`src/rtl/ppc_pkg.sv`:
```
// Package with register map, field positions, frame carriers and timing counts.
`default_nettype none
package ppc_pkg;
	localparam logic [5:0] OFS_MAC_CTRL = 6'h00;
	localparam logic [5:0] OFS_POLICY = 6'h04;
	localparam logic [5:0] OFS_LIMIT0 = 6'h08;
	localparam logic [5:0] OFS_LIMIT7 = 6'h24;
	localparam logic [5:0] OFS_STATUS = 6'h28;
	localparam logic [7:0] MAC_CTRL_RST = 8'h00;
	localparam logic [7:0] MAC_CTRL_WMASK = 8'hBF;
	localparam logic [7:0] POLICY_RST = 8'h00;
	localparam logic [7:0] POLICY_WMASK = 8'h7F;
	localparam logic [6:0] LIMIT_RST = 7'h00;
	localparam int BIT_BP_EN = 3;
	localparam int BIT_PASS_ALL = 0;
	localparam int BIT_PORT_BASED = 6;
	localparam int BIT_PPS = 5;
	localparam int BIT_RL_FC = 4;
	localparam int BIT_MODE_HI = 3;
	localparam int BIT_MODE_LO = 2;
	localparam int BIT_IFG = 1;
	localparam int BIT_PRE = 0;
	localparam logic [13:0] IFG_BYTES = 14'h000C;
	localparam logic [13:0] PRE_BYTES = 14'h0008;
	localparam int CLK_PERIOD_NS = 10;
	localparam int TICK_NS = 1000;
	localparam int TICK_CYC = TICK_NS / CLK_PERIOD_NS;
	localparam logic [7:0] BYTES_PER_MBIT_TICK = 8'h7D;
	localparam logic [19:0] BURST_UNITS = 20'h00800;
	typedef enum logic [1:0] {
		PPC_ALL = 2'b00,
		PPC_BMF = 2'b01,
		PPC_BM = 2'b10,
		PPC_BC = 2'b11
	} ppc_mode_t;
	typedef struct packed {
		logic [13:0] len;
		logic [2:0] prio;
		logic bcast;
		logic mcast;
		logic flood;
		logic crc_err;
		logic too_long;
		logic too_short;
		logic fc_frame;
	} ppc_frame_t;
	typedef struct packed {
		logic normal;
		logic mirror;
		logic drop;
	} ppc_verdict_t;
endpackage
`default_nettype wire

```
`src/rtl/ppc_port_policer.sv`:
```
// Port MAC behaviour and ingress policing with its Avalon-MM register slave.
`default_nettype none
module ppc_port_policer
	import ppc_pkg::*;
(
	input wire logic ref_clk,
	input wire logic reset,
	input wire logic [5:0] avs_address,
	input wire logic avs_read,
	input wire logic avs_write,
	input wire logic [31:0] avs_writedata,
	output logic [31:0] avs_readdata,
	output logic avs_waitrequest,
	input wire logic full_duplex,
	input wire logic port_fc_en,
	input wire logic fc_filter_en,
	input wire logic rx_done,
	input wire ppc_frame_t rx_frame,
	output logic verdict_valid,
	output ppc_verdict_t verdict,
	output logic back_pressure,
	output logic flow_ctrl
);
	////////////////////////////////////////////////////////////////////////
	logic ack_ff;
	logic [31:0] rdata_ff;
	logic [7:0] mac_ctrl_ff;
	logic [7:0] policy_ff;
	logic [6:0] pend_ff [8];
	logic [6:0] act_ff [8];
	logic [19:0] level_ff [8];
	logic [7:0] exceeded;
	logic [6:0] tick_cnt_ff;
	logic tick;
	logic wr_go;
	logic hit_limit;
	logic [2:0] lim_idx;
	logic [2:0] bkt_idx;
	logic counted;
	logic bad;
	logic fc_eff;
	logic [19:0] add_units;
	logic verdict_valid_ff;
	ppc_verdict_t verdict_ff;
	logic bp_ff;
	logic fc_ff;

	function automatic logic [2:0] lim_index(input logic [5:0] a);
		logic [5:0] d;
		d = a - OFS_LIMIT0;
		return d[4:2];
	endfunction

	function automatic logic [19:0] drain_units(input logic [6:0] code, input logic pps);
		logic [19:0] c;
		c = {13'h0000, code};
		if (pps) begin
			return c;
		end
		return 20'(c * {12'h000, BYTES_PER_MBIT_TICK});
	endfunction

	////////////////////////////////////////////////////////////////////////
	// The slave stalls each request one cycle, then answers.
	assign avs_waitrequest = (avs_read | avs_write) & ~ack_ff;
	assign avs_readdata = rdata_ff;
	assign wr_go = avs_write & ack_ff;
	assign hit_limit = (avs_address >= OFS_LIMIT0) && (avs_address <= OFS_LIMIT7) && (avs_address[1:0] == 2'b00);
	assign lim_idx = lim_index(avs_address);

	always_ff @(posedge ref_clk) begin
		if (reset) begin
			ack_ff <= 1'b0;
		end else begin
			ack_ff <= (avs_read | avs_write) & ~ack_ff;
		end
	end

	always_ff @(posedge ref_clk) begin
		if (reset) begin
			rdata_ff <= 32'h00000000;
		end else if (avs_read & ~ack_ff) begin
			rdata_ff <= 32'h00000000;
			if (avs_address == OFS_MAC_CTRL) begin
				rdata_ff[7:0] <= mac_ctrl_ff;
			end else if (avs_address == OFS_POLICY) begin
				rdata_ff[7:0] <= policy_ff;
			end else if (hit_limit) begin
				rdata_ff[6:0] <= pend_ff[lim_idx];
			end else if (avs_address == OFS_STATUS) begin
				rdata_ff[9:0] <= {fc_ff, bp_ff, exceeded};
			end
		end
	end

	always_ff @(posedge ref_clk) begin
		if (reset) begin
			mac_ctrl_ff <= MAC_CTRL_RST;
			policy_ff <= POLICY_RST;
		end else if (wr_go) begin
			if (avs_address == OFS_MAC_CTRL) begin
				mac_ctrl_ff <= avs_writedata[7:0] & MAC_CTRL_WMASK;
			end
			if (avs_address == OFS_POLICY) begin
				policy_ff <= avs_writedata[7:0] & POLICY_WMASK;
			end
		end
	end

	// Staged limits are committed as a set by the priority seven write.
	always_ff @(posedge ref_clk) begin
		if (reset) begin
			for (int i = 0; i < 8; i++) begin
				pend_ff[i] <= LIMIT_RST;
				act_ff[i] <= LIMIT_RST;
			end
		end else if (wr_go && hit_limit) begin
			pend_ff[lim_idx] <= avs_writedata[6:0];
			if (lim_idx == 3'd7) begin
				for (int i = 0; i < 7; i++) begin
					act_ff[i] <= pend_ff[i];
				end
				act_ff[7] <= avs_writedata[6:0];
			end
		end
	end

	////////////////////////////////////////////////////////////////////////
	// Divider giving one refill tick per microsecond.
	always_ff @(posedge ref_clk) begin
		if (reset) begin
			tick_cnt_ff <= 7'h00;
		end else if (tick) begin
			tick_cnt_ff <= 7'h00;
		end else begin
			tick_cnt_ff <= tick_cnt_ff + 7'h01;
		end
	end
	assign tick = (tick_cnt_ff == 7'(TICK_CYC - 1));

	////////////////////////////////////////////////////////////////////////
	// Frame classification and accounting.
	always_comb begin
		unique case (ppc_mode_t'(policy_ff[BIT_MODE_HI:BIT_MODE_LO]))
			PPC_ALL: counted = 1'b1;
			PPC_BMF: counted = rx_frame.bcast | rx_frame.mcast | rx_frame.flood;
			PPC_BM: counted = rx_frame.bcast | rx_frame.mcast;
			PPC_BC: counted = rx_frame.bcast;
		endcase
	end

	always_comb begin
		add_units = 20'h00001;
		if (!policy_ff[BIT_PPS]) begin
			add_units = {6'h00, rx_frame.len};
			if (policy_ff[BIT_IFG]) begin
				add_units = add_units + {6'h00, IFG_BYTES};
			end
			if (policy_ff[BIT_PRE]) begin
				add_units = add_units + {6'h00, PRE_BYTES};
			end
		end
	end

	assign bkt_idx = policy_ff[BIT_PORT_BASED] ? 3'd0 : rx_frame.prio;
	assign bad = rx_frame.crc_err | rx_frame.too_long | rx_frame.too_short;
	assign fc_eff = policy_ff[BIT_RL_FC] & port_fc_en;

	always_comb begin
		for (int i = 0; i < 8; i++) begin
			exceeded[i] = (act_ff[i] != 7'h00) && (level_ff[i] >= BURST_UNITS);
		end
	end

	always_ff @(posedge ref_clk) begin
		if (reset) begin
			for (int i = 0; i < 8; i++) begin
				level_ff[i] <= 20'h00000;
			end
		end else begin
			for (int i = 0; i < 8; i++) begin
				logic [19:0] lv;
				logic [19:0] dr;
				lv = level_ff[i];
				dr = drain_units(act_ff[i], policy_ff[BIT_PPS]);
				if (tick) begin
					lv = (lv > dr) ? lv - dr : 20'h00000;
				end
				if (rx_done && counted && !bad && bkt_idx == 3'(i) && act_ff[i] != 7'h00) begin
					if (!exceeded[i] || fc_eff) begin
						lv = lv + add_units;
					end
				end
				level_ff[i] <= lv;
			end
		end
	end

	////////////////////////////////////////////////////////////////////////
	// Per-frame forwarding verdict.
	always_ff @(posedge ref_clk) begin
		if (reset) begin
			verdict_valid_ff <= 1'b0;
			verdict_ff <= '0;
		end else begin
			verdict_valid_ff <= rx_done;
			verdict_ff <= '0;
			if (rx_done) begin
				if (rx_frame.fc_frame && fc_filter_en) begin
					verdict_ff.drop <= 1'b1;
				end else if (bad) begin
					verdict_ff.mirror <= mac_ctrl_ff[BIT_PASS_ALL];
					verdict_ff.drop <= ~mac_ctrl_ff[BIT_PASS_ALL];
				end else if (counted && exceeded[bkt_idx] && !fc_eff) begin
					verdict_ff.drop <= 1'b1;
				end else begin
					verdict_ff.normal <= 1'b1;
				end
			end
		end
	end
	assign verdict_valid = verdict_valid_ff;
	assign verdict = verdict_ff;

	////////////////////////////////////////////////////////////////////////
	// Congestion signalling toward the link partner.
	always_ff @(posedge ref_clk) begin
		if (reset) begin
			bp_ff <= 1'b0;
			fc_ff <= 1'b0;
		end else begin
			bp_ff <= mac_ctrl_ff[BIT_BP_EN] & ~full_duplex & (|exceeded);
			fc_ff <= fc_eff & (|exceeded);
		end
	end
	assign back_pressure = bp_ff;
	assign flow_ctrl = fc_ff;

	////////////////////////////////////////////////////////////////////////
	bp_half_a: assert property (@(posedge ref_clk) disable iff (reset)
		back_pressure |-> $past(mac_ctrl_ff[BIT_BP_EN]) && !$past(full_duplex))
		else $error("Back pressure outside half duplex or while disabled.");
	bp_full_a: assert property (@(posedge ref_clk) disable iff (reset)
		$past(full_duplex) |-> !back_pressure)
		else $error("Back pressure in full duplex.");
	bad_drop_a: assert property (@(posedge ref_clk) disable iff (reset)
		rx_done && bad && !rx_frame.fc_frame && !mac_ctrl_ff[BIT_PASS_ALL] |=> verdict.drop && !verdict.mirror)
		else $error("Bad frame not dropped.");
	bad_mirror_a: assert property (@(posedge ref_clk) disable iff (reset)
		verdict_valid && verdict.mirror |-> !verdict.normal && $past(bad))
		else $error("Bad frame sent as normal traffic.");
	fc_filter_a: assert property (@(posedge ref_clk) disable iff (reset)
		rx_done && rx_frame.fc_frame && fc_filter_en |=> verdict.drop && !verdict.mirror)
		else $error("Filtered flow-control frame passed.");
	commit_a: assert property (@(posedge ref_clk) disable iff (reset)
		!(wr_go && hit_limit && lim_idx == 3'd7) |=> $stable(act_ff[2]))
		else $error("Limit applied without priority seven write.");
	rate_fc_a: assert property (@(posedge ref_clk) disable iff (reset)
		flow_ctrl |-> $past(port_fc_en) && $past(policy_ff[BIT_RL_FC]))
		else $error("Rate flow control without general enable.");
	rate_drop_a: assert property (@(posedge ref_clk) disable iff (reset)
		rx_done && !bad && !rx_frame.fc_frame && counted && exceeded[bkt_idx] && !fc_eff |=> verdict.drop)
		else $error("Over-rate frame not dropped.");
	bus_answer_a: assert property (@(posedge ref_clk) disable iff (reset)
		(avs_read || avs_write) && avs_waitrequest |=> !avs_waitrequest)
		else $error("Bus answer later than one cycle.");
	bc_only_a: assert property (@(posedge ref_clk) disable iff (reset)
		policy_ff[BIT_MODE_HI:BIT_MODE_LO] == 2'b11 && !rx_frame.bcast |-> !counted)
		else $error("Non-broadcast frame counted in broadcast mode.");
	byte_count_a: assert property (@(posedge ref_clk) disable iff (reset)
		rx_done && bkt_idx == 3'h7 && !policy_ff[BIT_PPS] && counted && !bad && !tick && act_ff[7] != 7'h00
		&& !exceeded[7] |=> level_ff[7] == $past(level_ff[7]) + {6'h00, $past(rx_frame.len)}
		+ ($past(policy_ff[BIT_IFG]) ? {6'h00, IFG_BYTES} : 20'h00000)
		+ ($past(policy_ff[BIT_PRE]) ? {6'h00, PRE_BYTES} : 20'h00000))
		else $error("Byte accounting of a frame is wrong.");
	pps_count_a: assert property (@(posedge ref_clk) disable iff (reset)
		rx_done && bkt_idx == 3'h7 && policy_ff[BIT_PPS] && counted && !bad && !tick && act_ff[7] != 7'h00
		&& !exceeded[7] |=> level_ff[7] == $past(level_ff[7]) + 20'h00001)
		else $error("Packet mode did not count one frame.");
	bp_on_a: assert property (@(posedge ref_clk) disable iff (reset)
		$past(mac_ctrl_ff[BIT_BP_EN] && !full_duplex && (|exceeded)) |-> back_pressure)
		else $error("Back pressure missing in half duplex.");
	fc_on_a: assert property (@(posedge ref_clk) disable iff (reset)
		$past(fc_eff && (|exceeded)) |-> flow_ctrl)
		else $error("Rate flow control missing while exceeded.");
	fc_off_a: assert property (@(posedge ref_clk) disable iff (reset)
		!$past(policy_ff[BIT_RL_FC]) |-> !flow_ctrl)
		else $error("Flow control from rate limit while disabled.");
	rate_pass_a: assert property (@(posedge ref_clk) disable iff (reset)
		rx_done && !bad && !rx_frame.fc_frame && fc_eff |=> verdict.normal)
		else $error("Frame dropped while rate flow control is in effect.");
	commit7_a: assert property (@(posedge ref_clk) disable iff (reset)
		wr_go && hit_limit && lim_idx == 3'h7 |=> act_ff[7] == $past(avs_writedata[6:0]))
		else $error("Priority seven limit not applied on its write.");
	commit_all_a: assert property (@(posedge ref_clk) disable iff (reset)
		wr_go && hit_limit && lim_idx == 3'h7 |=> act_ff[2] == $past(pend_ff[2]))
		else $error("Pending limit not committed by priority seven write.");
	mirror_only_a: assert property (@(posedge ref_clk) disable iff (reset)
		rx_done && bad && !rx_frame.fc_frame && mac_ctrl_ff[BIT_PASS_ALL] |=> verdict.mirror && !verdict.normal)
		else $error("Bad frame not sent to mirror only.");
	verdict_one_a: assert property (@(posedge ref_clk) disable iff (reset)
		verdict_valid |-> $onehot({verdict.normal, verdict.mirror, verdict.drop}))
		else $error("Verdict is not exactly one outcome.");
	verdict_idle_a: assert property (@(posedge ref_clk) disable iff (reset)
		!verdict_valid |-> {verdict.normal, verdict.mirror, verdict.drop} == 3'h0)
		else $error("Verdict shown without valid.");
	uncounted_a: assert property (@(posedge ref_clk) disable iff (reset)
		rx_done && !counted && !bad && !rx_frame.fc_frame |=> verdict.normal)
		else $error("Uncounted frame was limited.");
endmodule
`default_nettype wire

```
`config.mk`:
```
export PLATFORM = sky130hd
export DESIGN_NAME = ppc_port_policer
export DESIGN_NICKNAME = d
export VERILOG_FILES = /design/src/rtl/ppc_pkg.sv /design/src/rtl/ppc_port_policer.sv
export SDC_FILE = /design/constraint.sdc
export NUM_CORES = 2
export LEC_CHECK = 0
export ABC_AREA = 0
export BUFFER_PORTS_ARGS = -buffer_cell sky130_fd_sc_hd__buf_4
export CAP_MARGIN = 20
export CELL_PAD_IN_SITES_DETAIL_PLACEMENT = 1
export CELL_PAD_IN_SITES_GLOBAL_PLACEMENT = 2
export CORE_ASPECT_RATIO = 1.4
export CORE_MARGIN = 2
export CORE_UTILIZATION = 44
export CTS_CLUSTER_DIAMETER = 100
export CTS_CLUSTER_SIZE = 30
export DETAILED_ROUTE_END_ITERATION = 8
export GPL_TIMING_DRIVEN = 0
export PLACE_DENSITY_LB_ADDON = 0.1
export SLEW_MARGIN = 20
export SYNTH_ARGS = -nofsm -noshare
export SYNTH_HDL_FRONTEND = slang
export SYNTH_SLANG_ARGS = --single-unit
```
`constraint.sdc`:
```
create_clock -name ref_clk -period 13.5 [get_ports ref_clk]
set_clock_uncertainty 0.2 [all_clocks]
set_input_delay 0.675 -clock ref_clk [delete_from_list [all_inputs] [get_ports ref_clk]]
set_output_delay 0.675 -clock ref_clk [all_outputs]
set_load 0.005 [all_outputs]
```
# After elaboration in Yosys (flattened, before gate mapping)
# Memories as Yosys holds them, arrays and structs flattened.
# Index checks and enable logic that the tools add are counted.
# op_classes
addsub,20
mul,8
div_mod_pow,0
n_lt_le_gt_ge,19
eq_ne,14
shift,0
n_mux,122
n_bitwise,33
n_reduce_logical,70
# op_table
cell,n
$mux 20,83
$add 20x20->20,8
$ge 20x12->1 const B,8
$gt 20x20->1,8
$sub 20x20->20,8
$mul 7x7->14 const B,8
$mux 7,10
$reduce_bool 7->1,8
$logic_and 1x1->1,32
$or 1x1->1,21
$add 20x4->20 const B,1
$mux 1,18
$mux 8,2
$add 14x4->15 const B,1
$eq 3x3->1 const B,5
$mux 15,1
$logic_not 1->1,10
$mux 10,1
$mux 3,3
$logic_or 1x1->1,8
$reduce_or 4->1,2
$reduce_or 8->1,1
$add 7x1->7 const B,1
$and 1x1->1,7
other kinds (21),31
# word_totals
reg_bits,38
latch_bits,0
ramBits,272
rom_bits,0
inputBits,70
word_cells,300
mem_count,3
# memory_table
name,depth,word_bits,read_ports,rd_clocked_by_memory_dff,write_ports,line,rtl
level_ff,8,20,8,0,8,ppc_port_policer.sv:31,logic [19:0] level_ff [8];
act_ff,8,7,8,0,8,ppc_port_policer.sv:30,logic [6:0] act_ff [8];
pend_ff,8,7,8,0,8,ppc_port_policer.sv:29,logic [6:0] pend_ff [8];

# Depth between registers and ports, before layout
# logic_depth
word_depth,13
depth_mapped,38
depth_no_buf,36

# Worst setup path after synthesis
# OpenSTA, ideal clock, no wires.
# synth_timing
path_type,reg2reg
startpoint,"memory act_ff[6][0], in the netlist act_ff[1][14]"
endpoint,"memory level_ff[6][19], in the netlist level_ff[1][59]"
t_arrival_ns,8.222
slack_ns,5.007
stages_incl_launch_ff,34
path_buffers,0
cell_sequence,edfxtp_1 fa_1 fa_1 inv_1 fa_1 fa_1 inv_1 ha_1 o21ai_0 a21boi_0 o21ai_0 a21boi_0 o21ai_0 nand2b_1 a31oi_1 mux2i_1 ha_1 a2111oi_0 nand2_1 nor2_1 a21oi_1 o21ai_1 nor2_1 a22o_1 ha_1 or3_1 a211oi_1 or3b_2 a41oi_1 nor2b_1 o31a_1 o2111a_1 a211o_1 a21oi_1
# synth_rtl
item,line
start: declaration,ppc_port_policer.sv:30
end: declaration,ppc_port_policer.sv:31

==> reports/qor.txt <==
Nets - 5,247
Sink Count - 310
Flop2flop setup slack - 3.11 ns
Number of flops mapped to enable cells by yosys - 112
Ys Warns - 0
CP arrival - 10.65 ns
Largest net degree at the start of global routing - 32
GRT Max-Usage Layer - met2
Routed wire per std cell - 25.9 µm
Reg2reg path depth - 34
RR Startpoint - act_ff[0][14]
Status - completed
CTS Hold Buffers Added - 0
Worst path buffer plus inverter count - 4
Seq/Total Area, Yosys - 0.200
Data required, critical path - 13.75 ns
Setup WS pre-CTS - 3.39 ns
Post-Layout Cell Count - 5,572
All-layer global routing usage - 0.332
RSZ-0062 raised after global routing - false
Netlist cell types - 86
Worst-path clk slew - 0.12 ns
# DRC - 0
Hold path start - avs_writedata[3]
IO Count - 109
Fmax - 96.2 MHz
#FFs+latches synth - 310
Drt first pass iters - 5
PostCTS Resize Cnt - 0
Grt ovf - 0
Vias per cell - 5.99
Cell taking the most area after synthesis - ha_1
WHS Endpoint - mac_ctrl_ff[3]
Die Width - 248 µm
Initial antenna violation count - 8
Cell with the most instances after synthesis - ha_1
Avg Cell Area, Syn - 8.46 µm²
DIE AREA - 0.0857 mm²
GR Layer Usage met2 - 0.577
GP Congestion - 0.901
Worst slew pin tran - 1.32 ns
Async S/R FF share, synth - 0
Total chip power - 3.53 mW
Area contributors post-synth - ha_1 19%, dfxtp_1 11%, edfxtp_1 9.2%, fa_1 8.7%, a21oi_1 3.9%
Most used DFF post-synth - dfxtp_1
Max-Cap Viols - 0
Leak - 18.4 nW
H-Tree Depth - 1
ANT nets after route - 0
Clock Latency Late Sink - 0.60 ns
Crit path max-delay family - compound AO/OA/AOI/OAI gates
Top cells by count, synth - 543 x ha_1, 377 x inv_1, 353 x nor2_1
Reg2reg end - level_ff[0][56]
DP Cell Count - 5,531
Routing usage on met3 - 0.0328
First-pass GRT wire length - 213 mm
Clk root buf - clkbuf_16
Die height - 346 µm
Endpoints failing hold - 0
Area grow syn2layout - 8.76%
Fin crit period - 10.39 ns
Slew HR - 0.121
Sum of negative setup slack - 0 ns
Slowest CP cell - o311ai_0
CP max FO - 10
Hold Crit Class - in -> reg
Final core occ - 0.482
Cell Area, Synth - 0.0367 mm²
Power density over the cells - 88.4 mW/mm²
VDD IR max - 0.0850 mV
Post-route clock period utilization - 0.770
Vias after detailed routing - 33.4k
Synth top area share - 0.185
Core area - 0.0827 mm²
IO buf count - 60
Initial core utilization - 0.443
Critical path's largest stage delay - 0.82 ns
Fraction of layout cells with a size suffix above 1 - 0.0584
Synth Instances - 4,334
Crit Path Class - reg -> reg
TritonCTS Buffers - 20
WHS Path Cells - 3
DRC violation total after the first TritonRoute iteration - 2,039
CTS max path bufs - 3
Post-DP HPWL - 116 mm
Post-CTS setup buffer count - 0
Met1 usage - 0.405
Site Rows - 125
Setup ws final - 3.11 ns
Startpoint Class - register
Worst Setup End Kind - register
Final Slew Violations - 0
CTS tree - built
Final setup viols - 0
Final wirelength - 145 mm
Vias in the first global route - 33.9k
==> state kept, by name (all words and copies together), names as in the netlist <==
signal         flops
verdict            3
verdict_valid      1
policy_ff          7
ack_ff             1
mac_ctrl_ff        7
act_ff            56
pend_ff           56
flow_ctrl          1
back_pressure      1
tick_cnt_ff        7
avs_readdata      10
level_ff         160
==> power breakdown <==
group          internal [mW]  total, mW  leakage, nW  switching, mW
Sequential             0.983       1.01         2.75         0.0296
Clock                  0.319      0.772        0.350          0.454
Combinational          0.705       1.74         15.3           1.04
==> final cells by class <==
type	count	area [µm²]
fill	9958	42900
multi-input combinational	3517	27500
sequential	310	7330
inverter	377	1420
tap	1079	1350
timing repair buffer	89	831
buffer	159	712
clock buffer	23	533
clock inverter	13	196
antenna	5	12.5
==> cell families after synthesis <==
family	Yosys count	synth area share
AO/OA/AOI/OAI	1064	0.191
multiplexers	101	0.0328
adder cells (fa/ha/maj)	703	0.273
XOR/XNOR	281	0.0671
AND/OR/NAND/NOR	1338	0.179
flip-flops	310	0.200
buffers and inverters	536	0.0572
other	1	0.000102
==> worst max-delay path by stage <==
stage | from | endpoint | cells past startpoint
5_1_grt | act_ff[0][14] | level_ff[0][56] | 34
4_1_cts | act_ff[0][14] | level_ff[0][56] | 34
3_5_place_dp | act_ff[0][14] | level_ff[0][56] | 34
2_1_floorplan | act_ff[1][14] | level_ff[1][59] | 33
6_report | act_ff[0][14] | level_ff[0][56] | 34
3_3_place_gp | avs_address[3] | act_ff[1][8] | 6
==> worst reg2reg max path, delay by kind of cell (launching register included) <==
family / cells / cell delay, ns
and+or+nand+nor: 5 / 0.64
adders and majority gates: 8 / 3.29
AOI/OAI and AO/OA: 15 / 4.13
buffers and inverters: 4 / 0.84
xor gates and xnor gates: 2 / 0.61
DFF: 1 / 0.58
==> per-layer routing <==
| metal | vias up | routed length [µm] |
|---|---|---|
| met1 | 16500 | 58400 |
| met5 | - | 0 |
| met3 | 277 | 7130 |
| met2 | 877 | 70500 |
| li1 | 15700 | - |
| met4 | 0 | 8520 |
==> metrics by stage <==
stage / hold slack (ns) / cell area (µm²)
2_1_floorplan: 0.223 / 36800
3_3_place_gp: 0.245 / 38600
3_5_place_dp: 0.247 / 39100
4_1_cts: 0.134 / 39900
5_1_grt: 0.154 / 39900
6_report: 0.148 / 39900
==> cell usage in the layout (no fill, tap or decap), types with 14 or more instances in the layout <==
cell type  Yosys  final
or3_1         57     57
mux2i_1       74     74
ha_1         543    543
a21boi_0      20     20
a21oi_1      285    283
a211oi_1      91     91
conb_1         1     30
clkbuf_16      0     21
a21o_1        94     94
fa_1         160    160
and2_1        66     66
and3_1        87     87
inv_1        377    377
xor2_1       123    123
a31oi_1       29     28
o21ai_0      201    201
or2_2         17     17
nor3_1        99     97
o21a_1        48     48
mux4_2        14     14
nor4_1        25     24
nand2b_1      77     77
nor2_1       353    341
or4_1         14     14
o21bai_1      23     23
dfxtp_1      198    198
o31ai_1       77     77
buf_4         22     89
nor2b_1       77     76
o211ai_1      37     37
clkbuf_1     125    107
nand3_1       53     53
a22o_1        19     19
clkbuf_2       1     21
nand2_1      338    338
edfxtp_1     112    112
nand4_1       34     34
xnor2_1      158    158
Power figures use the tool's default switching activity.
